File: config.mk
export PLATFORM = sky130hd
export DESIGN_NAME = am_depth_calibration
export DESIGN_NICKNAME = d
export VERILOG_FILES = /design/src/logic/depth_divider.v /design/src/logic/am_depth_calibration.v
export VERILOG_INCLUDE_DIRS = /design/src /design/src/logic
export SDC_FILE = /design/constraint.sdc
export NUM_CORES = 1
export LEC_CHECK = 0
export CAP_MARGIN = 40
export CORE_ASPECT_RATIO = 1.5
export CORE_MARGIN = 3
export CORE_UTILIZATION = 65
export DETAILED_ROUTE_END_ITERATION = 16
export DONT_BUFFER_PORTS = 1
export GPL_TIMING_DRIVEN = 0
export HOLD_SLACK_MARGIN = 0.08
export PLACE_DENSITY = 0.81
export SKIP_CTS_REPAIR_TIMING = 1
export SYNTH_ARGS = -nofsm -noshare
export SYNTH_HDL_FRONTEND = slang
export SYNTH_SLANG_ARGS = --single-unit
File: constraint.sdc
create_clock -name aclk -period 4.9 [get_ports aclk]
set_clock_uncertainty 0.1 [all_clocks]
set_input_delay 0.98 -clock aclk [delete_from_list [all_inputs] [get_ports aclk]]
set_output_delay 0.98 -clock aclk [all_outputs]
set_load 0.1 [all_outputs]
File: src/logic/am_depth_consts.vh
// Purpose: constants for the am depth calibration block
// Assumes: axi4-lite word registers, byte addresses below
// Notes:   offsets chosen for this block
//
// Overview of operation
// - keying type select bit picks on-off keying or amplitude modulation.
// - preset command selects amplitude modulation for any nonzero protocol code.
// - depth source bit 7: zero uses calibration, one uses software level.
// - target equals measurement divided by one plus depth code fraction.
// - each driver output has eight binary-weighted segments, off raises resistance.
// - all segments on when unmodulated unless normal level register says otherwise.
// - calibration first enables transmitter with unmodulated level.
// - unmodulated amplitude is digitised and stored in converter output register.
// - target modulated level computed from measurement and depth code.
// - driver strength tuned by successive approximation toward target.
// - result written to depth display register and used as modulated level.
// - source bit one takes modulated level straight from software register.
// - equal-weight tuning switches in both banks share one control.
// - tuning switches set by tank tuning or by calibration control register.
`ifndef AM_DEPTH_CONSTS_VH
`define AM_DEPTH_CONSTS_VH

// ==========================================================
// register byte offsets
`define OFS_AUX_DEF        8'h00
`define OFS_DEPTH_CTRL     8'h04
`define OFS_DEPTH_DISP     8'h08
`define OFS_MOD_LEVEL      8'h0c
`define OFS_NORM_LEVEL     8'h10
`define OFS_ADC_OUT        8'h14
`define OFS_ANT_CTRL       8'h18
`define OFS_COMMAND        8'h1c
`define OFS_STATUS         8'h20

// ==========================================================
// field positions
`define BIT_KEYING_AM      0
`define BIT_SOURCE_SW      7
`define BIT_ANT_MANUAL     7
`define CMD_PRESET         8'h01
`define CMD_CAL_DEPTH      8'h02
`define CMD_MEASURE        8'h03
`define CMD_CAL_ANT        8'h04

// ==========================================================
// reset values and timing
`define RST_DEPTH_CTRL     8'h00
`define RST_NORM_LEVEL     8'h00
`define SETTLE_NS          2000
`define SETTLE_CYC         ((`SETTLE_NS + 99) / 100)

`endif

File: src/logic/depth_divider.v
// Purpose: target = level / (1 + code/64), sequential restoring divide
// Assumes: start pulses only while idle
// Notes:   eight quotient bits, one per cycle
`timescale 1ns/1ps
module depth_divider (
    // clock
    input  wire       aclk,
    input  wire       aresetn,
    input  wire       ce,
    // request
    input  wire       start,
    input  wire [7:0] level,
    input  wire [5:0] code,
    // answer
    output reg        done,
    output reg  [7:0] quot
);
    reg  [14:0] rem_reg;
    reg  [3:0]  cnt_reg;
    reg         busy_reg;
    wire [6:0]  divisor = {1'b1, code};
    wire [14:0] trial = {rem_reg[13:0], 1'b0};
    wire [14:0] dsh = {2'b00, divisor, 6'h00};

    // level*64 / (64+code), bit by bit
    always @(posedge aclk) begin
        if (!aresetn) begin
            rem_reg <= 15'h0000;
            cnt_reg <= 4'h0;
            busy_reg <= 1'b0;
            done <= 1'b0;
            quot <= 8'h00;
        end else if (ce) begin
            done <= 1'b0;
            if (start && !busy_reg) begin
                rem_reg <= {2'b00, level, 5'h00};
                cnt_reg <= 4'h8;
                busy_reg <= 1'b1;
                quot <= 8'h00;
            end else if (busy_reg) begin
                if (trial[14:7] >= {1'b0, divisor}) begin
                    rem_reg <= {trial[14:7] - {1'b0, divisor}, trial[6:0]};
                    quot <= {quot[6:0], 1'b1};
                end else begin
                    rem_reg <= trial;
                    quot <= {quot[6:0], 1'b0};
                end
                cnt_reg <= cnt_reg - 4'h1;
                if (cnt_reg == 4'h1) begin
                    busy_reg <= 1'b0;
                    done <= 1'b1;
                end
            end
        end
    end
endmodule

File: src/logic/am_depth_calibration.v
// Purpose: modulation keying and am level control with depth calibration
// Assumes: adc and amplitude detector outside; amplitude sampled on request
// Notes:   registers over axi4-lite, one word each
//
// Our own choices: the address map and register access over AXI4-Lite.
`timescale 1ns/1ps
`include "am_depth_consts.vh"
module am_depth_calibration #(
    parameter SEGMENTS = 8,
    parameter SETTLE   = `SETTLE_CYC
) (
    // clock and reset
    input  wire        aclk,
    input  wire        aresetn,
    input  wire        ce,
    // axi4-lite write
    input  wire [7:0]  s_axi_awaddr,
    input  wire        s_axi_awvalid,
    output reg         s_axi_awready,
    input  wire [31:0] s_axi_wdata,
    input  wire [3:0]  s_axi_wstrb,
    input  wire        s_axi_wvalid,
    output reg         s_axi_wready,
    output reg  [1:0]  s_axi_bresp,
    output reg         s_axi_bvalid,
    input  wire        s_axi_bready,
    // axi4-lite read
    input  wire [7:0]  s_axi_araddr,
    input  wire        s_axi_arvalid,
    output reg         s_axi_arready,
    output reg  [31:0] s_axi_rdata,
    output reg  [1:0]  s_axi_rresp,
    output reg         s_axi_rvalid,
    input  wire        s_axi_rready,
    // analog front end
    input  wire [2:0]  protocol_sel,
    input  wire [7:0]  sense_amplitude,
    input  wire [3:0]  ant_tune_result,
    input  wire        ant_tune_done,
    input  wire        modulate,
    output reg         tx_enable,
    output reg         keying_type_select,
    output reg  [7:0]  driver_output_one,
    output reg  [7:0]  driver_output_two,
    output reg  [3:0]  tune_switch_bank_a,
    output reg  [3:0]  tune_switch_bank_b,
    output reg         ant_tune_start
);
    // ======================================================
    // states
    localparam S_IDLE   = 5'b00001;
    localparam S_SETTLE = 5'b00010;
    localparam S_DIV    = 5'b00100;
    localparam S_TRY    = 5'b01000;
    localparam S_JUDGE  = 5'b10000;

    // ======================================================
    // registers
    reg  [7:0]  aux_reg;
    reg  [7:0]  depth_ctrl_reg;
    reg  [7:0]  depth_disp_reg;
    reg  [7:0]  mod_level_reg;
    reg  [7:0]  norm_level_reg;
    reg  [7:0]  adc_reg;
    reg  [7:0]  ant_ctrl_reg;
    reg  [3:0]  ant_auto_reg;
    reg  [4:0]  state_reg;
    reg  [15:0] timer_reg;
    reg  [7:0]  trial_reg;
    reg  [7:0]  target_reg;
    reg  [2:0]  bit_reg;
    reg         div_start;
    reg  [7:0]  aw_addr_reg;
    reg  [31:0] w_data_reg;
    reg  [3:0]  w_strb_reg;
    reg         aw_have;
    reg         w_have;
    wire        div_done;
    wire [7:0]  div_quot;
    wire        busy = (state_reg != S_IDLE);

    function mapped;
        input [7:0] a;
        begin
            mapped = (a[1:0] == 2'b00) && (a <= `OFS_STATUS);
        end
    endfunction

    function [7:0] pick;
        input [7:0] old;
        input [31:0] d;
        input [3:0] s;
        begin
            pick = s[0] ? d[7:0] : old;
        end
    endfunction

    // ======================================================
    // divider
    depth_divider u_div (
        .aclk    (aclk),
        .aresetn (aresetn),
        .ce      (ce),
        .start   (div_start),
        .level   (adc_reg),
        .code    (depth_ctrl_reg[6:1]),
        .done    (div_done),
        .quot    (div_quot)
    );

    // ======================================================
    // bus write and calibration engine
    wire do_write = aw_have && w_have && !s_axi_bvalid;
    wire [7:0] cmd = w_data_reg[7:0];

    always @(posedge aclk) begin
        if (!aresetn) begin
            s_axi_awready <= 1'b0;
            s_axi_wready <= 1'b0;
            s_axi_bvalid <= 1'b0;
            s_axi_bresp <= 2'b00;
            aw_have <= 1'b0;
            w_have <= 1'b0;
            aw_addr_reg <= 8'h00;
            w_data_reg <= 32'h0000_0000;
            w_strb_reg <= 4'h0;
            aux_reg <= 8'h00;
            depth_ctrl_reg <= `RST_DEPTH_CTRL;
            depth_disp_reg <= 8'h00;
            mod_level_reg <= 8'h00;
            norm_level_reg <= `RST_NORM_LEVEL;
            adc_reg <= 8'h00;
            ant_ctrl_reg <= 8'h00;
            ant_auto_reg <= 4'h0;
            ant_tune_start <= 1'b0;
            state_reg <= S_IDLE;
            timer_reg <= 16'h0000;
            trial_reg <= 8'h00;
            target_reg <= 8'h00;
            bit_reg <= 3'h0;
            div_start <= 1'b0;
        end else if (ce) begin
            div_start <= 1'b0;
            ant_tune_start <= 1'b0;
            s_axi_awready <= !aw_have && !s_axi_awready;
            s_axi_wready <= !w_have && !s_axi_wready;
            if (s_axi_awvalid && s_axi_awready) begin
                aw_have <= 1'b1;
                aw_addr_reg <= s_axi_awaddr;
                s_axi_awready <= 1'b0;
            end
            if (s_axi_wvalid && s_axi_wready) begin
                w_have <= 1'b1;
                w_data_reg <= s_axi_wdata;
                w_strb_reg <= s_axi_wstrb;
                s_axi_wready <= 1'b0;
            end
            if (s_axi_bvalid && s_axi_bready)
                s_axi_bvalid <= 1'b0;
            if (ant_tune_done)
                ant_auto_reg <= ant_tune_result;
            if (do_write) begin
                aw_have <= 1'b0;
                w_have <= 1'b0;
                s_axi_bvalid <= 1'b1;
                s_axi_bresp <= mapped(aw_addr_reg) ? 2'b00 : 2'b10;
                case (aw_addr_reg)
                    `OFS_AUX_DEF:
                        aux_reg <= pick(aux_reg, w_data_reg, w_strb_reg);
                    `OFS_DEPTH_CTRL:
                        depth_ctrl_reg <=
                            pick(depth_ctrl_reg, w_data_reg, w_strb_reg);
                    `OFS_MOD_LEVEL:
                        mod_level_reg <=
                            pick(mod_level_reg, w_data_reg, w_strb_reg);
                    `OFS_NORM_LEVEL:
                        norm_level_reg <=
                            pick(norm_level_reg, w_data_reg, w_strb_reg);
                    `OFS_ANT_CTRL:
                        ant_ctrl_reg <=
                            pick(ant_ctrl_reg, w_data_reg, w_strb_reg);
                    `OFS_COMMAND: begin
                        if (w_strb_reg[0] && !busy) begin
                            if (cmd == `CMD_PRESET)
                                aux_reg[`BIT_KEYING_AM] <=
                                    (protocol_sel != 3'h0);
                            if (cmd == `CMD_CAL_ANT)
                                ant_tune_start <= 1'b1;
                            if (cmd == `CMD_CAL_DEPTH ||
                                cmd == `CMD_MEASURE) begin
                                state_reg <= S_SETTLE;
                                timer_reg <= SETTLE[15:0];
                                trial_reg <= {cmd == `CMD_CAL_DEPTH,
                                              7'h00};
                            end
                        end
                    end
                    default: ;
                endcase
            end
            case (state_reg)
                S_IDLE: ;
                S_SETTLE: begin
                    if (timer_reg != 16'h0000)
                        timer_reg <= timer_reg - 16'h0001;
                    else begin
                        adc_reg <= sense_amplitude;
                        if (trial_reg[7]) begin
                            div_start <= 1'b1;
                            state_reg <= S_DIV;
                        end else
                            state_reg <= S_IDLE;
                    end
                end
                S_DIV: begin
                    if (div_done) begin
                        target_reg <= div_quot;
                        bit_reg <= SEGMENTS[2:0] - 3'h1;
                        trial_reg <= 8'h80;
                        timer_reg <= SETTLE[15:0];
                        state_reg <= S_TRY;
                    end
                end
                S_TRY: begin
                    if (timer_reg != 16'h0000)
                        timer_reg <= timer_reg - 16'h0001;
                    else
                        state_reg <= S_JUDGE;
                end
                S_JUDGE: begin
                    // more segments off lowers the level
                    if (sense_amplitude < target_reg)
                        trial_reg[bit_reg] <= 1'b0;
                    if (bit_reg == 3'h0) begin
                        depth_disp_reg <= (sense_amplitude < target_reg) ?
                            (trial_reg & ~8'h01) : trial_reg;
                        state_reg <= S_IDLE;
                    end else begin
                        bit_reg <= bit_reg - 3'h1;
                        trial_reg[bit_reg - 3'h1] <= 1'b1;
                        timer_reg <= SETTLE[15:0];
                        state_reg <= S_TRY;
                    end
                end
                default: state_reg <= S_IDLE;
            endcase
        end
    end

    // ======================================================
    // drivers and tuning switches
    reg [7:0] off_mask;
    always @* begin
        if (state_reg == S_TRY || state_reg == S_JUDGE)
            off_mask = trial_reg;
        else if (busy || !modulate)
            off_mask = norm_level_reg;
        else if (depth_ctrl_reg[`BIT_SOURCE_SW])
            off_mask = mod_level_reg;
        else
            off_mask = depth_disp_reg;
    end

    always @(posedge aclk) begin
        if (!aresetn) begin
            driver_output_one <= 8'hff;
            driver_output_two <= 8'hff;
            tx_enable <= 1'b0;
            keying_type_select <= 1'b0;
            tune_switch_bank_a <= 4'h0;
            tune_switch_bank_b <= 4'h0;
        end else if (ce) begin
            // segment on when its bit is clear
            driver_output_one <= ~off_mask;
            driver_output_two <= ~off_mask;
            tx_enable <= busy || aux_reg[1];
            keying_type_select <= aux_reg[`BIT_KEYING_AM];
            // one source for both banks
            tune_switch_bank_a <= ant_ctrl_reg[`BIT_ANT_MANUAL] ?
                ant_ctrl_reg[3:0] : ant_auto_reg;
            tune_switch_bank_b <= ant_ctrl_reg[`BIT_ANT_MANUAL] ?
                ant_ctrl_reg[3:0] : ant_auto_reg;
        end
    end

    // ======================================================
    // bus read
    always @(posedge aclk) begin
        if (!aresetn) begin
            s_axi_arready <= 1'b0;
            s_axi_rvalid <= 1'b0;
            s_axi_rdata <= 32'h0000_0000;
            s_axi_rresp <= 2'b00;
        end else if (ce) begin
            s_axi_arready <= !s_axi_rvalid && !s_axi_arready;
            if (s_axi_rvalid && s_axi_rready)
                s_axi_rvalid <= 1'b0;
            if (s_axi_arvalid && s_axi_arready) begin
                s_axi_arready <= 1'b0;
                s_axi_rvalid <= 1'b1;
                s_axi_rresp <= mapped(s_axi_araddr) ? 2'b00 : 2'b10;
                case (s_axi_araddr)
                    `OFS_AUX_DEF:    s_axi_rdata <= {24'h0, aux_reg};
                    `OFS_DEPTH_CTRL: s_axi_rdata <= {24'h0, depth_ctrl_reg};
                    `OFS_DEPTH_DISP: s_axi_rdata <= {24'h0, depth_disp_reg};
                    `OFS_MOD_LEVEL:  s_axi_rdata <= {24'h0, mod_level_reg};
                    `OFS_NORM_LEVEL: s_axi_rdata <= {24'h0, norm_level_reg};
                    `OFS_ADC_OUT:    s_axi_rdata <= {24'h0, adc_reg};
                    `OFS_ANT_CTRL:   s_axi_rdata <= {24'h0, ant_ctrl_reg};
                    `OFS_STATUS:
                        s_axi_rdata <= {23'h0, busy, 4'h0, ant_auto_reg};
                    default:         s_axi_rdata <= 32'h0000_0000;
                endcase
            end
        end
    end
endmodule

==> After elaboration in Yosys (flattened, before gate mapping) <==
Index checks and enable logic that the tools add are counted.
{ "op_classes": {"n_addsub": 4, "multipliers": 0, "div_mod_pow": 0, "magnitude_cmp": 8, "eq_ne": 28, "n_shift": 0, "muxes": 82, "bitwise": 5, "reduce_logical": 65} }
{ "op_table": {"columns": ["op", "n"], "rows": [
  ["2-to-1 mux 8 bit", 17],
  ["2-to-1 mux 16 bit", 7],
  ["one-hot mux 9 bit (8 select lines)", 1],
  ["equality test 8 x 5 -> 1 bit (second input constant)", 6],
  ["one-hot mux 16 bit (3 select lines)", 1],
  ["2-to-1 mux 14 bit", 3],
  ["2-to-1 mux 5 bit", 7],
  ["2-to-1 mux 1 bit", 31],
  ["one-hot mux 5 bit (5 select lines)", 1],
  ["equality test 8 x 3 -> 1 bit (second input constant)", 3],
  ["equality test 8 x 4 -> 1 bit (second input constant)", 3],
  ["AND reduction 4 bit", 6],
  ["AND reduction 2 bit", 10],
  ["equality test 8 x 2 -> 1 bit (second input constant)", 2],
  ["<= comparator 8 x 6 -> 1 bit (second input constant)", 2],
  ["logical AND 1 bit", 16],
  ["logical NOT 8 bit", 2],
  ["2-to-1 mux 4 bit", 4],
  ["inverter 8 bit", 2],
  ["one-hot mux 8 bit (2 select lines)", 1],
  ["nonzero test 16 bit", 1],
  ["subtractor 16 x 1 -> 16 bit (second input constant)", 1],
  ["nonzero test 2 bit", 7],
  ["logical NOT 1 bit", 10],
  ["33 further kinds", 48]
]} }
{ "word_totals": {"ff_bits": 204, "latch_bits": 0, "ramBits": 0, "rom_bits": 0, "inputBits": 77, "output_inout_bits": 68, "elab_cells": 230, "memories": 0} }

==> Logic depth before layout (Yosys ltp) <==
{ "logic_depth": {"word_depth": 16, "ltp_mapped": 9, "depth_no_buf": 9} }

==> Hierarchy <==
From an unflattened synthesis, not the netlist that was laid out.
{ "hier_totals": {"hier_cells": 1104, "area_unflattened_um2": 9056.2} }
{ "by_module_without_submodules": {"columns": ["module", "n_inst", "cells_per_inst", "area_each_um2"], "rows": [
  ["am_depth_calibration", 1, 945, 7713.6],
  ["depth_divider", 1, 159, 1342.5]
]} }

==> Least setup slack after synthesis <==
Ideal clock, no wire load.
{ "synth_path": {"path_kind": "input to register", "from": "input sense_amplitude[1]", "to": "register trial_reg[6]", "setup_time_ps": 116, "arrival_time_ps": 2432, "t_required_ps": 4684, "slack_ps": 2251, "stages": 6, "n_path_buf": 0, "cell_sequence": "ha_1 -> a21o_1 -> a211o_1 -> a21oi_1 -> a41oi_1 -> a41o_1"} }
{ "synth_via": {"elab_chain_len": 8} }
{ "synth_lines": {"columns": ["element", "line", "rtl"], "rows": [
  ["start: declaration", "am_depth_calibration.v:37", "input wire [7:0] sense_amplitude,"],
  ["< comparator 8 bit *", "am_depth_calibration.v:232", "if (sense_amplitude < target_reg)"],
  ["2-to-1 mux 8 bit *", "am_depth_calibration.v:232", null],
  ["2-to-1 mux 8 bit *", "am_depth_calibration.v:201", "case (state_reg)"],
  ["2-to-1 mux 8 bit *", "am_depth_calibration.v:142", "end else if (ce) begin"],
  ["2-to-1 mux 8 bit *", "am_depth_calibration.v:117", "if (!aresetn) begin"],
  ["OR 8 bit (no source line)", null, null],
  ["2-to-1 mux 8 bit *", "am_depth_calibration.v:234", "if (bit_reg == 3'h0) begin"],
  ["one-hot mux 8 bit (2 select lines) *", "am_depth_calibration.v:201", null],
  ["end signal: assignment", "am_depth_calibration.v:193", "trial_reg <= {cmd == `CMD_CAL_DEPTH,"],
  ["end: declaration", "am_depth_calibration.v:69", "reg [7:0] trial_reg;"]
]} }
Every way passes the cells marked *; elsewhere a longest branch is shown, timed or not. The select of a mux whose other input is x is not followed.
A chain may end at the register's enable or synchronous reset.

==> Worst setup path after layout <==
{ "layout_path": {"from": "input ce", "to": "register s_axi_rdata[5]"} }
{ "layout_via": {"elab_chain_len": 1} }
{ "layout_lines": {"columns": ["element", "line", "rtl"], "rows": [
  ["start: declaration", "am_depth_calibration.v:15", "input wire ce,"],
  ["AND reduction 2 bit (no source line)", null, null],
  ["end signal: assignment", "am_depth_calibration.v:303", "`OFS_AUX_DEF: s_axi_rdata <= {24'h0, aux_reg};"],
  ["end signal: assignment", "am_depth_calibration.v:304", "`OFS_DEPTH_CTRL: s_axi_rdata <= {24'h0, depth_ctrl_reg};"],
  ["end signal: assignment", "am_depth_calibration.v:305", "`OFS_DEPTH_DISP: s_axi_rdata <= {24'h0, depth_disp_reg};"],
  ["end: declaration", "am_depth_calibration.v:31", "output reg [31:0] s_axi_rdata,"]
]} }
Every way passes these cells.

==> flow_summary.yaml <==
setup_path:
  reg2reg_depth: 7
  worstSetupStartpointType: "primary input"
  crit_fanout: 10
  cp.arrival_ps: 3040
  endpoint_kind: "register"
  r2r-start: "w_data_reg[1]"
  reg2reg_slack_ps: 2060
  required_ps: 5090
  timing.rr.end: "timer_reg[14]"
  critPathKind: "primary input to register"
final_layout:
  seq_area_sq_um: 3483
  drive_gt1_share_pct: 11.80
  fin_util_pct: 78.15
  antenna_cells: 0
  syn_to_final_growth_pct: 16.42
  multi_input_area_sq_um: 5047
  fillers: 1046
  final_nets: 1321
  largest_reg_flops: 16
  fin_cells: 1399
timing:
  fin_crit_ps: 2854
  worst_slack_ps: 2046
  setup_tns_ps: 0
  setup_viol: 0
  finalCritPeriodShare_pct: 58.25
  whs_ps: 358.6
  rsz0062_at_grt: "false"
  hold_viol: 0
  max_slew_margin_pct: 28.73
  worst_slew_pin_slew_ps: 1061
  max_freq_mhz: 350.4
  slew_viol_final: 0
placed_design:
  dpl.hpwl_um: 23280
  post-place-ws_ps: 1712
  dp_cells: 1365
  gp_congestion: 1.001
  portBuffers: 0
synthesis:
  yosysWarnings: 0
  synth-seq-cells: 174
  synth_area_leader_cell: "dfxtp_1"
  syn-cell-area_sq_um: 9128
  async_flop_share_pct: 0
  synth_area_per_cell_sq_um: 7.965
  synth_edf_count: 0
  yosysUniqueCellTypes: 80
  ys_seq_area_share_pct: 38.16
  yosys-top-cells-count: "dfxtp_1, nand2_1, a21oi_1"
  yosys.area.top_type_share_pct: 38.16
  synth.area.top_cells: "dfxtp_1, nand2_1, a21oi_1"
  synth_flop_cell: "dfxtp_1"
  synth_cells: 1146
drt:
  vias: 9251
  vias_per_cell: 6.613
  finalWirelength_um: 31300
  drtIter0Drc: 849
  antenna_left: 0
  firstDrtPassIters: 6
  drt-wirelength-per-cell_um: 22.37
  drcViolationCount: 0
power_and_ir_drop:
  power_density_nw_per_um2: 308.2
  p_leak_nw: 3.966
  ir_drop_mv: 0.2793
die:
  ioPinCount: 145
  die_h_um: 151.1
  fp.dieW_um: 102.8
  core_sq_um: 13600
  start_util_pct: 67.12
  rows: 52
  die_area_sq_um: 15530
flow_run:
  cap_violations: 0
clock_tree:
  cts_sinks: 174
  numCtsBuffers: 17
  insertion_delay_ps: 440
  ctsRootBufferMaster: "clkbuf_16"
  cts_tree: "done"
  htreeDepth: 4
  clkTransAtPathRegs_ps: 70
  clockBufferDepth: 2
global_route:
  grt_max_degree: 17
  grt_pass1_wl_um: 48050
  overflow: 0
  grt_util_all_layers_pct: 40.97
  first_global_vias: 8852
  antenna_found_initial: 0
outcome:
  status: "completed"
min_path:
  min_to: "aux_reg[3]"
  min_from: "aux_reg[3]"
  hold_depth: 2
  min_path_type: "register to register"
[cell type report]
cell class	instances	area share (%)
repair buffers	35	5.534
clock buffers	19	4.074
inverters	31	1.095
clock inverters	13	1.684
well taps	162	1.907
multi-input cells	858	47.50
flip-flops and latches	174	32.78
plain buffers	107	5.428
[worst max path at each step]
stage                      to          startpoint  slack, ps  cells after the start
2_1_floorplan    trial_reg[6]  sense_amplitude[1]       2250                      6
3_3_place_gp       aux_reg[7]                  ce       1660                      5
3_5_place_dp   s_axi_rdata[0]     s_axi_araddr[1]       1710                      6
4_1_cts        s_axi_rdata[0]     s_axi_araddr[1]       2160                      6
5_1_grt          trial_reg[7]       w_data_reg[1]       1950                      7
6_report       s_axi_rdata[5]                  ce       2050                      6
[cells by family (layout without fill, tap and decap cells)]
family                     count (synthesis)  in the layout  share of synthesized area, %
and+or+nand+nor                          465            465                         24.41
muxes                                     62             62                         7.320
buffers and inverters                    138            205                         7.594
adders and majority gates                 20             20                         2.824
xor gates and xnor gates                  10             10                        0.9595
AOI/OAI and AO/OA                        276            276                         18.68
DFF                                      174            174                         38.16
other                                      1             25                       0.04108
[critical path, stage by stage]
cell and delay, ps:
clkbuf_1 480, buf_2 400, buf_1 640, nand3_1 310, nand2_1 160, a21oi_1 70
[stage by stage]
stage          power, mW  instance area (sq um)
5_1_grt            3.337                  10630
6_report           3.275                  10630
3_5_place_dp       1.867                  10000
3_3_place_gp       1.832                   9420
4_1_cts            3.256                  10620
2_1_floorplan      1.778                   9218
[layout by cell type, fill, tap and decap left out, types with 12 or more instances in the layout]
cell type | netlist | routed
nand2_1 | 174 | 174
dfxtp_1 | 174 | 174
a21oi_1 | 122 | 122
nor2_1 | 119 | 119
nand3_1 | 60 | 60
mux2i_1 | 51 | 51
clkbuf_1 | 48 | 50
buf_4 | 41 | 42
o21ai_0 | 40 | 40
inv_1 | 31 | 31
conb_1 | 1 | 25
buf_8 | 0 | 23
ha_1 | 19 | 19
nor3_1 | 17 | 17
clkbuf_16 | 0 | 17
a31oi_1 | 16 | 16
and3_1 | 13 | 13
nor4_1 | 13 | 12
a211oi_1 | 12 | 12
[power breakdown]
part | total (mW) | internal (mW) | leakage (nW) | switching [mW]
clock network | 1.43 | 0.817 | 0.294 | 0.614
registers | 1.46 | 1.43 | 1.41 | 0.0262
logic | 0.387 | 0.0841 | 2.26 | 0.303
[layer usage]
layer | vias to the layer above | track usage (%) | part of all wire, %
li1 | 4151 | - | -
met1 | 4292 | 45.27 | 34
met2 | 619 | 68.21 | 49
met3 | 189 | 9.816 | 9.0
met4 | 0 | 28.26 | 7.9
met5 | - | 0 | 0
Power figures use the tool's default switching activity.
